## src/fcp_pkg.sv

```systemverilog
// Package for the flash command and protection host controller.
package fcp_pkg;
  // Register offsets of the controller's own register file.
  localparam logic [3:0] REG_CTRL   = 4'h0;
  localparam logic [3:0] REG_ADDR   = 4'h1;
  localparam logic [3:0] REG_WDATA  = 4'h2;
  localparam logic [3:0] REG_RDATA  = 4'h3;
  localparam logic [3:0] REG_STATUS = 4'h4;
  localparam logic [3:0] REG_TIMING = 4'h5;
  // Fields of the control register.
  localparam int CTRL_GO_BIT    = 0;
  localparam int CTRL_WRITE_BIT = 1;
  localparam int CTRL_HVID_BIT  = 2;
  localparam int CTRL_HVRST_BIT = 3;
  localparam int CTRL_CMD_LSB   = 4;
  // Command codes issued through the control register.
  localparam logic [2:0] CMD_RAW      = 3'h0;
  localparam logic [2:0] CMD_RESET    = 3'h1;
  localparam logic [2:0] CMD_AUTOSEL  = 3'h2;
  localparam logic [2:0] CMD_PROGRAM  = 3'h3;
  localparam logic [2:0] CMD_HV_ID    = 3'h4;
  // Unlock and command addresses and data of the command set.
  localparam logic [19:0] UNLOCK_ADDR1 = 20'h00555;
  localparam logic [19:0] UNLOCK_ADDR2 = 20'h002aa;
  localparam logic [15:0] UNLOCK_DATA1 = 16'h00aa;
  localparam logic [15:0] UNLOCK_DATA2 = 16'h0055;
  localparam logic [15:0] RESET_DATA   = 16'h00f0;
  localparam logic [15:0] AUTOSEL_DATA = 16'h0090;
  localparam logic [15:0] PROGRAM_DATA = 16'h00a0;
  // Identification selector codes on the low address bits.
  localparam logic [1:0] ID_SEL_MANUF  = 2'h0;
  localparam logic [1:0] ID_SEL_DEVICE = 2'h1;
  localparam logic [1:0] ID_SEL_PROT   = 2'h2;
  // Strobe timing: phases must exceed the glitch filter width.
  localparam int GLITCH_NS     = 5;
  localparam int CLK_NS        = 10;
  localparam int GLITCH_CYC    = (GLITCH_NS + CLK_NS - 1) / CLK_NS;
  localparam logic [7:0] PHASE_RESET = 8'h04;
  // Reset values.
  localparam logic [15:0] ZERO16 = 16'h0000;
endpackage : fcp_pkg

```

## src/fcp_bus_if.sv

```systemverilog
// Interface carrying one flash bus cycle request between sequencer and pin driver.
interface fcp_bus_if;
  logic        req;
  logic        is_write;
  logic [19:0] addr;
  logic [15:0] wdata;
  logic [15:0] rdata;
  logic        done;
  modport seq (output req, output is_write, output addr, output wdata, input rdata, input done);
  modport drv (input req, input is_write, input addr, input wdata, output rdata, output done);
endinterface : fcp_bus_if

```

## src/fcp_pin_drv.sv

```systemverilog
// Pin driver performing one timed read or write cycle on the flash pins.
module fcp_pin_drv
  import fcp_pkg::*;
(
  // Clock and reset.
  input  wire logic        core_clk,
  input  wire logic        reset,
  // Request side.
  fcp_bus_if.drv           bus,
  input  wire logic [7:0]  phase_cycles,
  // Flash pins.
  output logic             chip_sel_n,
  output logic             wr_strobe_n,
  output logic             out_drive_n,
  output logic [19:0]      flash_addr,
  output logic [15:0]      data_out,
  output logic             data_oe_n,
  input  wire logic [15:0] data_in
);
  typedef enum {FCP_IDLE, FCP_SETUP, FCP_ACTIVE, FCP_HOLD} fcp_drv_t;
  fcp_drv_t    state, next_state;
  logic [7:0]  cnt, next_cnt;
  logic        next_cs_n, next_we_n, next_oe_n, next_doe_n, next_done;
  logic [19:0] next_addr;
  logic [15:0] next_dout, rdata_q, next_rdata;
  logic [7:0]  min_phase;

  // Phase length never drops under the glitch filter width.
  assign min_phase = (phase_cycles < 8'(GLITCH_CYC + 1)) ? 8'(GLITCH_CYC + 1) : phase_cycles;
  assign bus.rdata = rdata_q;

  // Next-state logic of one bus cycle.
  always_comb begin
    next_state = state;
    next_cnt   = cnt;
    next_cs_n  = chip_sel_n;
    next_we_n  = wr_strobe_n;
    next_oe_n  = out_drive_n;
    next_doe_n = data_oe_n;
    next_addr  = flash_addr;
    next_dout  = data_out;
    next_rdata = rdata_q;
    next_done  = 1'b0;
    case (state)
      FCP_IDLE: begin
        if (bus.req) begin
          // Output drive goes high first so a write is never mistaken for a read. [RULE14]
          next_oe_n  = 1'b1;
          next_addr  = bus.addr;
          next_dout  = bus.wdata;
          next_doe_n = !bus.is_write;
          next_cnt   = min_phase;
          next_state = FCP_SETUP;
        end
      end
      FCP_SETUP: begin
        next_cnt = cnt - 8'h01;
        if (cnt == 8'h01) begin
          // Address is stable before the later falling edge. [RULE17]
          next_cs_n = 1'b0;
          if (bus.is_write) next_we_n = 1'b0; // [RULE14]
          else next_oe_n = 1'b0;
          next_cnt   = min_phase;
          next_state = FCP_ACTIVE;
        end
      end
      FCP_ACTIVE: begin
        next_cnt = cnt - 8'h01;
        if (cnt == 8'h01) begin
          // Write strobe rises first, with data still held, so data is taken there. [RULE18] [RULE13]
          next_we_n  = 1'b1;
          next_rdata = data_in;
          next_oe_n  = 1'b1;
          next_cnt   = min_phase;
          next_state = FCP_HOLD;
        end
      end
      FCP_HOLD: begin
        next_cnt = cnt - 8'h01;
        if (cnt == 8'h01) begin
          next_cs_n  = 1'b1;
          next_doe_n = 1'b1;
          next_done  = 1'b1;
          next_state = FCP_IDLE;
        end
      end
      default: next_state = FCP_IDLE;
    endcase
  end

  // Registers of the pin driver; pins are idle-inhibited after reset.
  always_ff @(posedge core_clk) begin
    if (reset) begin
      state       <= FCP_IDLE;
      cnt         <= 8'h00;
      chip_sel_n  <= 1'b1;
      wr_strobe_n <= 1'b1;
      out_drive_n <= 1'b1;
      data_oe_n   <= 1'b1;
      flash_addr  <= 20'h00000;
      data_out    <= ZERO16;
      rdata_q     <= ZERO16;
      bus.done    <= 1'b0;
    end else begin
      state       <= next_state;
      cnt         <= next_cnt;
      chip_sel_n  <= next_cs_n;
      wr_strobe_n <= next_we_n;
      out_drive_n <= next_oe_n;
      data_oe_n   <= next_doe_n;
      flash_addr  <= next_addr;
      data_out    <= next_dout;
      rdata_q     <= next_rdata;
      bus.done    <= next_done;
    end
  end
endmodule : fcp_pin_drv

```

## src/fcp_host.sv

```systemverilog
// Host controller that drives a parallel NOR flash through its command and protection pins.
// Operation
// (RULE1) Device puts identifier values on low data byte in identification mode.
// (RULE2) High-voltage identification needs the high level on the id pin; host applies it.
// (RULE3) Selector pins all low manufacturer, low-low-high device, low-high-low protection.
// (RULE4) Protection query returns 00h unprotected, low bit one when protected.
// (RULE5) Host can enter identification by command, no high voltage needed.
// (RULE6) Protected sectors reject program and erase until unprotected.
// (RULE7) Permanent protection changes need external equipment with high voltage.
// (RULE8) Sectors leave manufacture unprotected unless factory protection was ordered.
// (RULE9) High level on reset pin temporarily unprotects all sectors.
// (RULE10) Removing that level restores earlier protection.
// (RULE11) Program and erase need unlock writes before the command.
// (RULE12) Below lockout supply all writes are ignored and device resets.
// (RULE13) Strobe pulses under 5 ns never start a write.
// (RULE14) Write needs chip select and write strobe low, output drive high.
// (RULE15) Strobes low during power-up give no command on strobe rise.
// (RULE16) Wrong address, data or order returns to array read.
// (RULE17) Address taken at the later falling edge of strobe or select.
// (RULE18) Data taken at the first rising edge of strobe or select.
// (RULE19) Array read after power-up and after program or erase completes.
// (RULE20) Erase suspend reads give status inside suspended sectors, array elsewhere.
// (RULE21) Host writes reset to leave identification or after timeout flag.
// (RULE22) Command identification: offset 00h manufacturer, 01h device, 02h protection.
// (RULE23) Reset command ignores address and is ignored once an operation runs.
// (RULE24) Each high-voltage detection is a separate digital qualifier.
module fcp_host
  import fcp_pkg::*;
#(
  parameter int SECT_BITS = 7
) (
  // Clock and reset.
  input  wire logic        core_clk,
  input  wire logic        reset,
  // Software register port.
  input  wire logic [3:0]  reg_addr,
  input  wire logic [31:0] reg_wdata,
  input  wire logic        reg_write,
  input  wire logic        reg_read,
  output logic [31:0]      reg_rdata,
  // Flash strobes and address.
  output logic             chip_sel_n,
  output logic             wr_strobe_n,
  output logic             out_drive_n,
  output logic [19:0]      flash_addr,
  // Flash data pins.
  output logic [15:0]      data_out,
  output logic             data_oe_n,
  input  wire logic [15:0] data_in,
  // High-voltage qualifiers applied to the flash.
  output logic             id_voltage_pin,
  output logic             reset_hv
);
  typedef enum {FCP_S_IDLE, FCP_S_CYC, FCP_S_WAIT} fcp_seq_t;

  fcp_bus_if bus ();

  fcp_seq_t    state, next_state;
  logic [2:0]  cmd, next_cmd;
  logic [1:0]  step, next_step, last_step;
  logic        raw_write, next_raw_write;
  logic [19:0] op_addr, next_op_addr;
  logic [15:0] op_wdata, next_op_wdata;
  logic [15:0] rd_data, next_rd_data;
  logic        busy, next_busy;
  logic        done_flag, next_done_flag;
  logic        hv_id, next_hv_id;
  logic        hv_rst, next_hv_rst;
  logic [7:0]  phase, next_phase;
  logic [31:0] next_reg_rdata;
  logic        go;

  // Cycle address of a given step of a command sequence.
  function automatic logic [19:0] step_addr(input logic [2:0] c, input logic [1:0] s, input logic [19:0] a);
    if (c == CMD_RAW || c == CMD_HV_ID) step_addr = a; // Selector pins come from the address register. [RULE3]
    else if (c == CMD_RESET) step_addr = a; // Address does not matter. [RULE23]
    else if (s == 2'd0) step_addr = UNLOCK_ADDR1;
    else if (s == 2'd1) step_addr = UNLOCK_ADDR2;
    else if (s == 2'd2) step_addr = UNLOCK_ADDR1;
    else step_addr = a;
  endfunction : step_addr

  // Cycle data of a given step of a command sequence.
  function automatic logic [15:0] step_data(input logic [2:0] c, input logic [1:0] s, input logic [15:0] d);
    if (c == CMD_RAW) step_data = d;
    else if (c == CMD_RESET) step_data = RESET_DATA; // [RULE21]
    else if (s == 2'd0) step_data = UNLOCK_DATA1;
    else if (s == 2'd1) step_data = UNLOCK_DATA2;
    else if (c == CMD_AUTOSEL) step_data = AUTOSEL_DATA; // [RULE5]
    else if (s == 2'd2) step_data = PROGRAM_DATA;
    else step_data = d;
  endfunction : step_data

  fcp_pin_drv u_drv (
    .core_clk     (core_clk),
    .reset        (reset),
    .bus          (bus.drv),
    .phase_cycles (phase),
    .chip_sel_n   (chip_sel_n),
    .wr_strobe_n  (wr_strobe_n),
    .out_drive_n  (out_drive_n),
    .flash_addr   (flash_addr),
    .data_out     (data_out),
    .data_oe_n    (data_oe_n),
    .data_in      (data_in)
  );

  assign go = reg_write && (reg_addr == REG_CTRL) && reg_wdata[CTRL_GO_BIT] && !busy;

  // Number of the last cycle in each command sequence; unlocks precede program. [RULE11]
  always_comb begin
    case (cmd)
      CMD_AUTOSEL: last_step = 2'd2;
      CMD_PROGRAM: last_step = 2'd3;
      default:     last_step = 2'd0;
    endcase
  end

  // Bus request toward the pin driver.
  assign bus.req      = (state == FCP_S_CYC);
  assign bus.is_write = (cmd == CMD_RAW) ? raw_write : (cmd != CMD_HV_ID);
  assign bus.addr     = step_addr(cmd, step, op_addr);
  assign bus.wdata    = step_data(cmd, step, op_wdata);

  // Sequencer and register file next values.
  always_comb begin
    next_state     = state;
    next_cmd       = cmd;
    next_step      = step;
    next_raw_write = raw_write;
    next_op_addr   = op_addr;
    next_op_wdata  = op_wdata;
    next_rd_data   = rd_data;
    next_busy      = busy;
    next_done_flag = done_flag;
    next_hv_id     = hv_id;
    next_hv_rst    = hv_rst;
    next_phase     = phase;
    if (reg_write) begin
      case (reg_addr)
        REG_CTRL: begin
          // Separate qualifiers for the two high-voltage detections. [RULE24] [RULE2] [RULE7]
          next_hv_id  = reg_wdata[CTRL_HVID_BIT];
          // Held high for temporary unprotect, released to reprotect. [RULE9] [RULE10]
          next_hv_rst = reg_wdata[CTRL_HVRST_BIT];
          if (go) begin
            next_cmd       = reg_wdata[CTRL_CMD_LSB +: 3];
            next_raw_write = reg_wdata[CTRL_WRITE_BIT];
            next_step      = 2'd0;
            next_busy      = 1'b1;
            next_done_flag = 1'b0;
            next_state     = FCP_S_CYC;
          end
        end
        REG_ADDR:   if (!busy) next_op_addr = reg_wdata[19:0];
        REG_WDATA:  if (!busy) next_op_wdata = reg_wdata[15:0];
        REG_TIMING: next_phase = reg_wdata[7:0];
        default: ;
      endcase
    end
    case (state)
      FCP_S_IDLE: ;
      FCP_S_CYC:  next_state = FCP_S_WAIT;
      FCP_S_WAIT: begin
        if (bus.done) begin
          if (step == last_step) begin
            // Low byte carries identifier or protection bit on reads. [RULE1] [RULE4] [RULE22]
            next_rd_data   = bus.rdata;
            next_busy      = 1'b0;
            next_done_flag = 1'b1;
            next_state     = FCP_S_IDLE;
          end else begin
            next_step  = step + 2'd1;
            next_state = FCP_S_CYC;
          end
        end
      end
      default: next_state = FCP_S_IDLE;
    endcase
  end

  // Read data appears one cycle after the read strobe.
  always_comb begin
    next_reg_rdata = 32'h00000000;
    if (reg_read) begin
      case (reg_addr)
        REG_CTRL:   next_reg_rdata = {28'h0000000, hv_rst, hv_id, 2'b00};
        REG_ADDR:   next_reg_rdata = {12'h000, op_addr};
        REG_WDATA:  next_reg_rdata = {16'h0000, op_wdata};
        REG_RDATA:  next_reg_rdata = {16'h0000, rd_data};
        REG_STATUS: next_reg_rdata = {30'h00000000, done_flag, busy};
        REG_TIMING: next_reg_rdata = {24'h000000, phase};
        default:    next_reg_rdata = 32'h00000000;
      endcase
    end
  end

  // Registers; reset leaves the flash in array read with no qualifiers applied. [RULE19]
  always_ff @(posedge core_clk) begin
    if (reset) begin
      state          <= FCP_S_IDLE;
      cmd            <= CMD_RAW;
      step           <= 2'd0;
      raw_write      <= 1'b0;
      op_addr        <= 20'h00000;
      op_wdata       <= ZERO16;
      rd_data        <= ZERO16;
      busy           <= 1'b0;
      done_flag      <= 1'b0;
      hv_id          <= 1'b0;
      hv_rst         <= 1'b0;
      phase          <= PHASE_RESET;
      reg_rdata      <= 32'h00000000;
      id_voltage_pin <= 1'b0;
      reset_hv       <= 1'b0;
    end else begin
      state          <= next_state;
      cmd            <= next_cmd;
      step           <= next_step;
      raw_write      <= next_raw_write;
      op_addr        <= next_op_addr;
      op_wdata       <= next_op_wdata;
      rd_data        <= next_rd_data;
      busy           <= next_busy;
      done_flag      <= next_done_flag;
      hv_id          <= next_hv_id;
      hv_rst         <= next_hv_rst;
      phase          <= next_phase;
      reg_rdata      <= next_reg_rdata;
      id_voltage_pin <= next_hv_id;
      reset_hv       <= next_hv_rst;
    end
  end
endmodule : fcp_host

```

## config.mk

```make
export PLATFORM = sky130hd
export DESIGN_NAME = fcp_host
export DESIGN_NICKNAME = d
export VERILOG_FILES = /design/src/fcp_pkg.sv /design/src/fcp_bus_if.sv /design/src/fcp_pin_drv.sv /design/src/fcp_host.sv
export SDC_FILE = /design/constraint.sdc
export NUM_CORES = 1
export LEC_CHECK = 0
export BUFFER_PORTS_ARGS = -buffer_cell sky130_fd_sc_hd__buf_2
export CORE_ASPECT_RATIO = 1.4
export CORE_MARGIN = 5
export CORE_UTILIZATION = 60
export CTS_BUF_LIST = sky130_fd_sc_hd__clkbuf_4 sky130_fd_sc_hd__clkbuf_8 sky130_fd_sc_hd__clkbuf_16
export CTS_CLUSTER_DIAMETER = 200
export DETAILED_ROUTE_END_ITERATION = 8
export PLACE_DENSITY = 0.93
export SLEW_MARGIN = 20
export SYNTH_ARGS = -nofsm -noshare
export SYNTH_HDL_FRONTEND = slang
export SYNTH_SLANG_ARGS = --single-unit
```

## constraint.sdc

```tcl
create_clock -name core_clk -period 5.7 [get_ports core_clk]
set_input_delay 0.57 -clock core_clk [delete_from_list [all_inputs] [get_ports core_clk]]
set_output_delay 0.57 -clock core_clk [all_outputs]
set_load 0.01 [all_outputs]
```

==> results.ini <==
[cts]
cts.sinks=189
root_buffer=clkbuf_16
cts_buffers=17
holdBufCountCts=0
cts_resized=0
htreeDepth=4
cts_tree=done
clk_pin_slew_ns=0.07
clock_latency_ns=0.43
clk_path_buf_depth=2
cts_setup_buffers=0

[worst_setup_path]
crit_path_frequent_cell=nand2_1
timing_worst_setup_path_type=flip-flop to flip-flop
critPathLaunchType=flip-flop
crit_slowest_cell=ha_1
max_stage_delay_ns=0.73
cp_num_buf_inv=1
crit_family=simple AND/OR/NAND/NOR gates
crit_path_end_kind=flip-flop
crit_required_ns=5.97
crit_fanout=23
cp_cell_sequence=inv_1 > ha_1 > nand2_1 > nand2_1 > a21oi_1
crit_arrival_ns=2.58

[synth]
synth.mux.area_fraction_pct=7.34
syn_inst=870
synth_compound_area_share_pct=15.7
yosys.area_share.simple_pct=20.8
yosysTopAreaCell=dfxtp_1
synth-xor-area-share_pct=0.784
yosys_warnings=0
synth_edf_count=0
async_flop_share_pct=0
synthAdderAreaFrac_pct=1.44
syn-cell-area_um2=7820
synth_ff_type=dfxtp_1
yosys-top-cells-area=dfxtp_1 48%, nand2_1 7.8%, a21oi_1 6.5%
ys_seq_elements=189
synth_top_family_by_area=simple AND/OR/NAND/NOR gates
synth_top_area_share_pct=48.4
avgSynthCellArea_um2=8.99
ys_seq_area_share_pct=48.4
synth_cell_types=69

[sta]
finalHoldViolCount=0
max_slew_margin_pct=36.2
final.setup_skew_ns=0.00715
worst_slack_ns=3.39
rsz0062_at_grt=no
fmax_mhz=434
finalSetupViolations=0
tns_ns=0
fin_crit_sh_pct=40.4
worstMarginPinSlew_ns=0.957
slew_violations=0
layout_min_cycle_time_ns=2.31

[drt]
wire_per_inst_um=17.9
wl_mm=20.3
post-route-drc-count=0
vias=6823
drt_iter0_drc=828
ant_nets=0
viasPerCell=6.00
drtPass1Iterations=7

[global_routing]
busiest_layer=met2
met2_usage_pct=44.6
grt_use_met3_pct=6.00
grt_pass1_vias=6550
grt_pass1_wl_mm=32.8
grt_use_total_pct=26.4
met1_usage_pct=31.5
grt_max_degree=94
gr-total-overflow=0
antenna_found_initial=0

[floorplanning]
start_util_pct=61.0
ios=130
die_y_um=145
num_rows=49
die_w_um=106
core_area_um2=12800
dieArea_um2=15400

[pwr]
leakage_nw=3.38
powerDensity_nw_per_um2=294
vdd_drop_max_mv=0.227

[place]
post-place-ws_ns=3.27
gp_congestion=0.950
io_buffers=105
dp_hpwl_mm=13.8

[run]
cap_violations=0

[cells_and_area]
fill_cells=940
final_nets=1038
syn_to_final_growth_pct=14.8
drive_gt1_share_pct=18.8
antenna_cells=0

[min_path]
worst_hold_path_type=input pin to flip-flop

[run_status]
status=finished clean

-- worst register-to-register path, delay by kind of cell, from the launching register on --
family	cells	cell delay, ns
flops	1	0.35
buf+inv	1	0.10
simple gates	2	0.87
fa+ha+maj	1	0.73
compound gates	1	0.09
-- synth_stat cells, types with 3 or more instances --
cell,count
a211oi_1,4
a21oi_1,102
a221oi_1,3
a22oi_1,17
a311oi_2,3
a31oi_1,7
and2_1,7
and3_1,5
buf_1,3
buf_2,10
buf_4,14
buf_6,8
clkbuf_1,33
dfxtp_1,189
ha_1,9
inv_1,12
mux2_2,17
mux2i_1,36
nand2_1,162
nand2b_1,6
nand3_1,43
nor2_1,56
nor2_2,3
nor2b_1,5
nor3_1,14
nor4_1,3
nor4_4,6
o211ai_1,11
o21a_1,3
o21ai_0,18
o22ai_1,8
xnor2_1,5
-- cell families (layout without fill, tap and decap cells) --
kind of cell,after synthesis,after routing
simple gates,331,331
compound gates,198,198
flops,189,189
buf+inv,81,155
mux,54,54
fa+ha+maj,9,9
xor+xnor,7,7
other cells,1,42
-- registers in the layout, indices dropped and copies added (netlist names), 2 cells and up --
name and count:
cmd 3, op_addr 20, op_wdata 16, phase 8, rd_data 16, reg_rdata 20
state 32, step 2, u_drv.bus.rdata 16, u_drv.cnt 8, u_drv.data_out 16, u_drv.flash_addr 20
u_drv.state 2
-- final timing paths --
| path | startpoint | end | slack, ns | cells past startpoint |
|---|---|---|---|---|
| hold reg to reg | u_drv.data_out[10]$_SDFFE_PP0P_ | u_drv.data_out[10]$_SDFFE_PP0P_ | 0.45 | 2 |
| setup reg to reg | u_drv.state[0]$_SDFFE_PP0P_ | u_drv.bus.rdata[14]$_SDFFE_PP0P_ | 3.39 | 5 |
| hold / removal | reg_wdata[18] | op_addr[18]$_SDFFE_PP0P_ | 0.38 | 3 |
| setup / recovery | u_drv.state[0]$_SDFFE_PP0P_ | u_drv.bus.rdata[14]$_SDFFE_PP0P_ | 3.39 | 5 |
-- metrics by stage --
step / total power [mW] / cells / util, % / hold WS, ns / area, um^2
2_1_floorplan: 1.43 / 911 / - / 0.436 / 7970
3_3_place_gp: 1.46 / 1107 / 65.3 / 0.436 / 8370
3_5_place_dp: 1.46 / 1107 / 65.3 / 0.441 / 8370
4_1_cts: 2.64 / 1138 / 70.0 / 0.373 / 8970
5_1_grt: 2.72 / 1138 / 70.0 / 0.374 / 8970
6_report: 2.64 / 1138 / 70.0 / 0.379 / 8970
-- layer usage --
metal,vias to the layer above,share of wire (%)
met4,0,4.4
met1,3155,37
met5,-,0
met2,382,50
li1,3193,-
met3,93,8.1
-- power by group --
| group | leakage, nW | switching, mW | internal, mW |
|---|---|---|---|
| clock | 0.283 | 0.541 | 0.662 |
| sequential | 1.53 | 0.0121 | 1.34 |
| combinational | 1.56 | 0.0602 | 0.0252 |
-- layout by cell type (no fill, tap or decap), drive strengths merged, types with 17 or more instances in the layout --
cell and instances:
o21ai 18, mux2 17, a22oi 17, clkbuf 17, conb 42, nand3 43
inv 19, buf 111, nor2 59, dfxtp 189, nand2 162, mux2i 36
a21oi 103
-- cell type report --
class	instances	area, um^2	area share [%]
flip-flops and latches	189	3780	42.2
multi-input cells	641	3770	42.1
repair buffers	111	573	6.39
clock buffers	17	425	4.74
well taps	153	191	2.13
clock inverters	14	178	1.98
inverters	13	48.8	0.544
(Power assumes the default switching activity.)
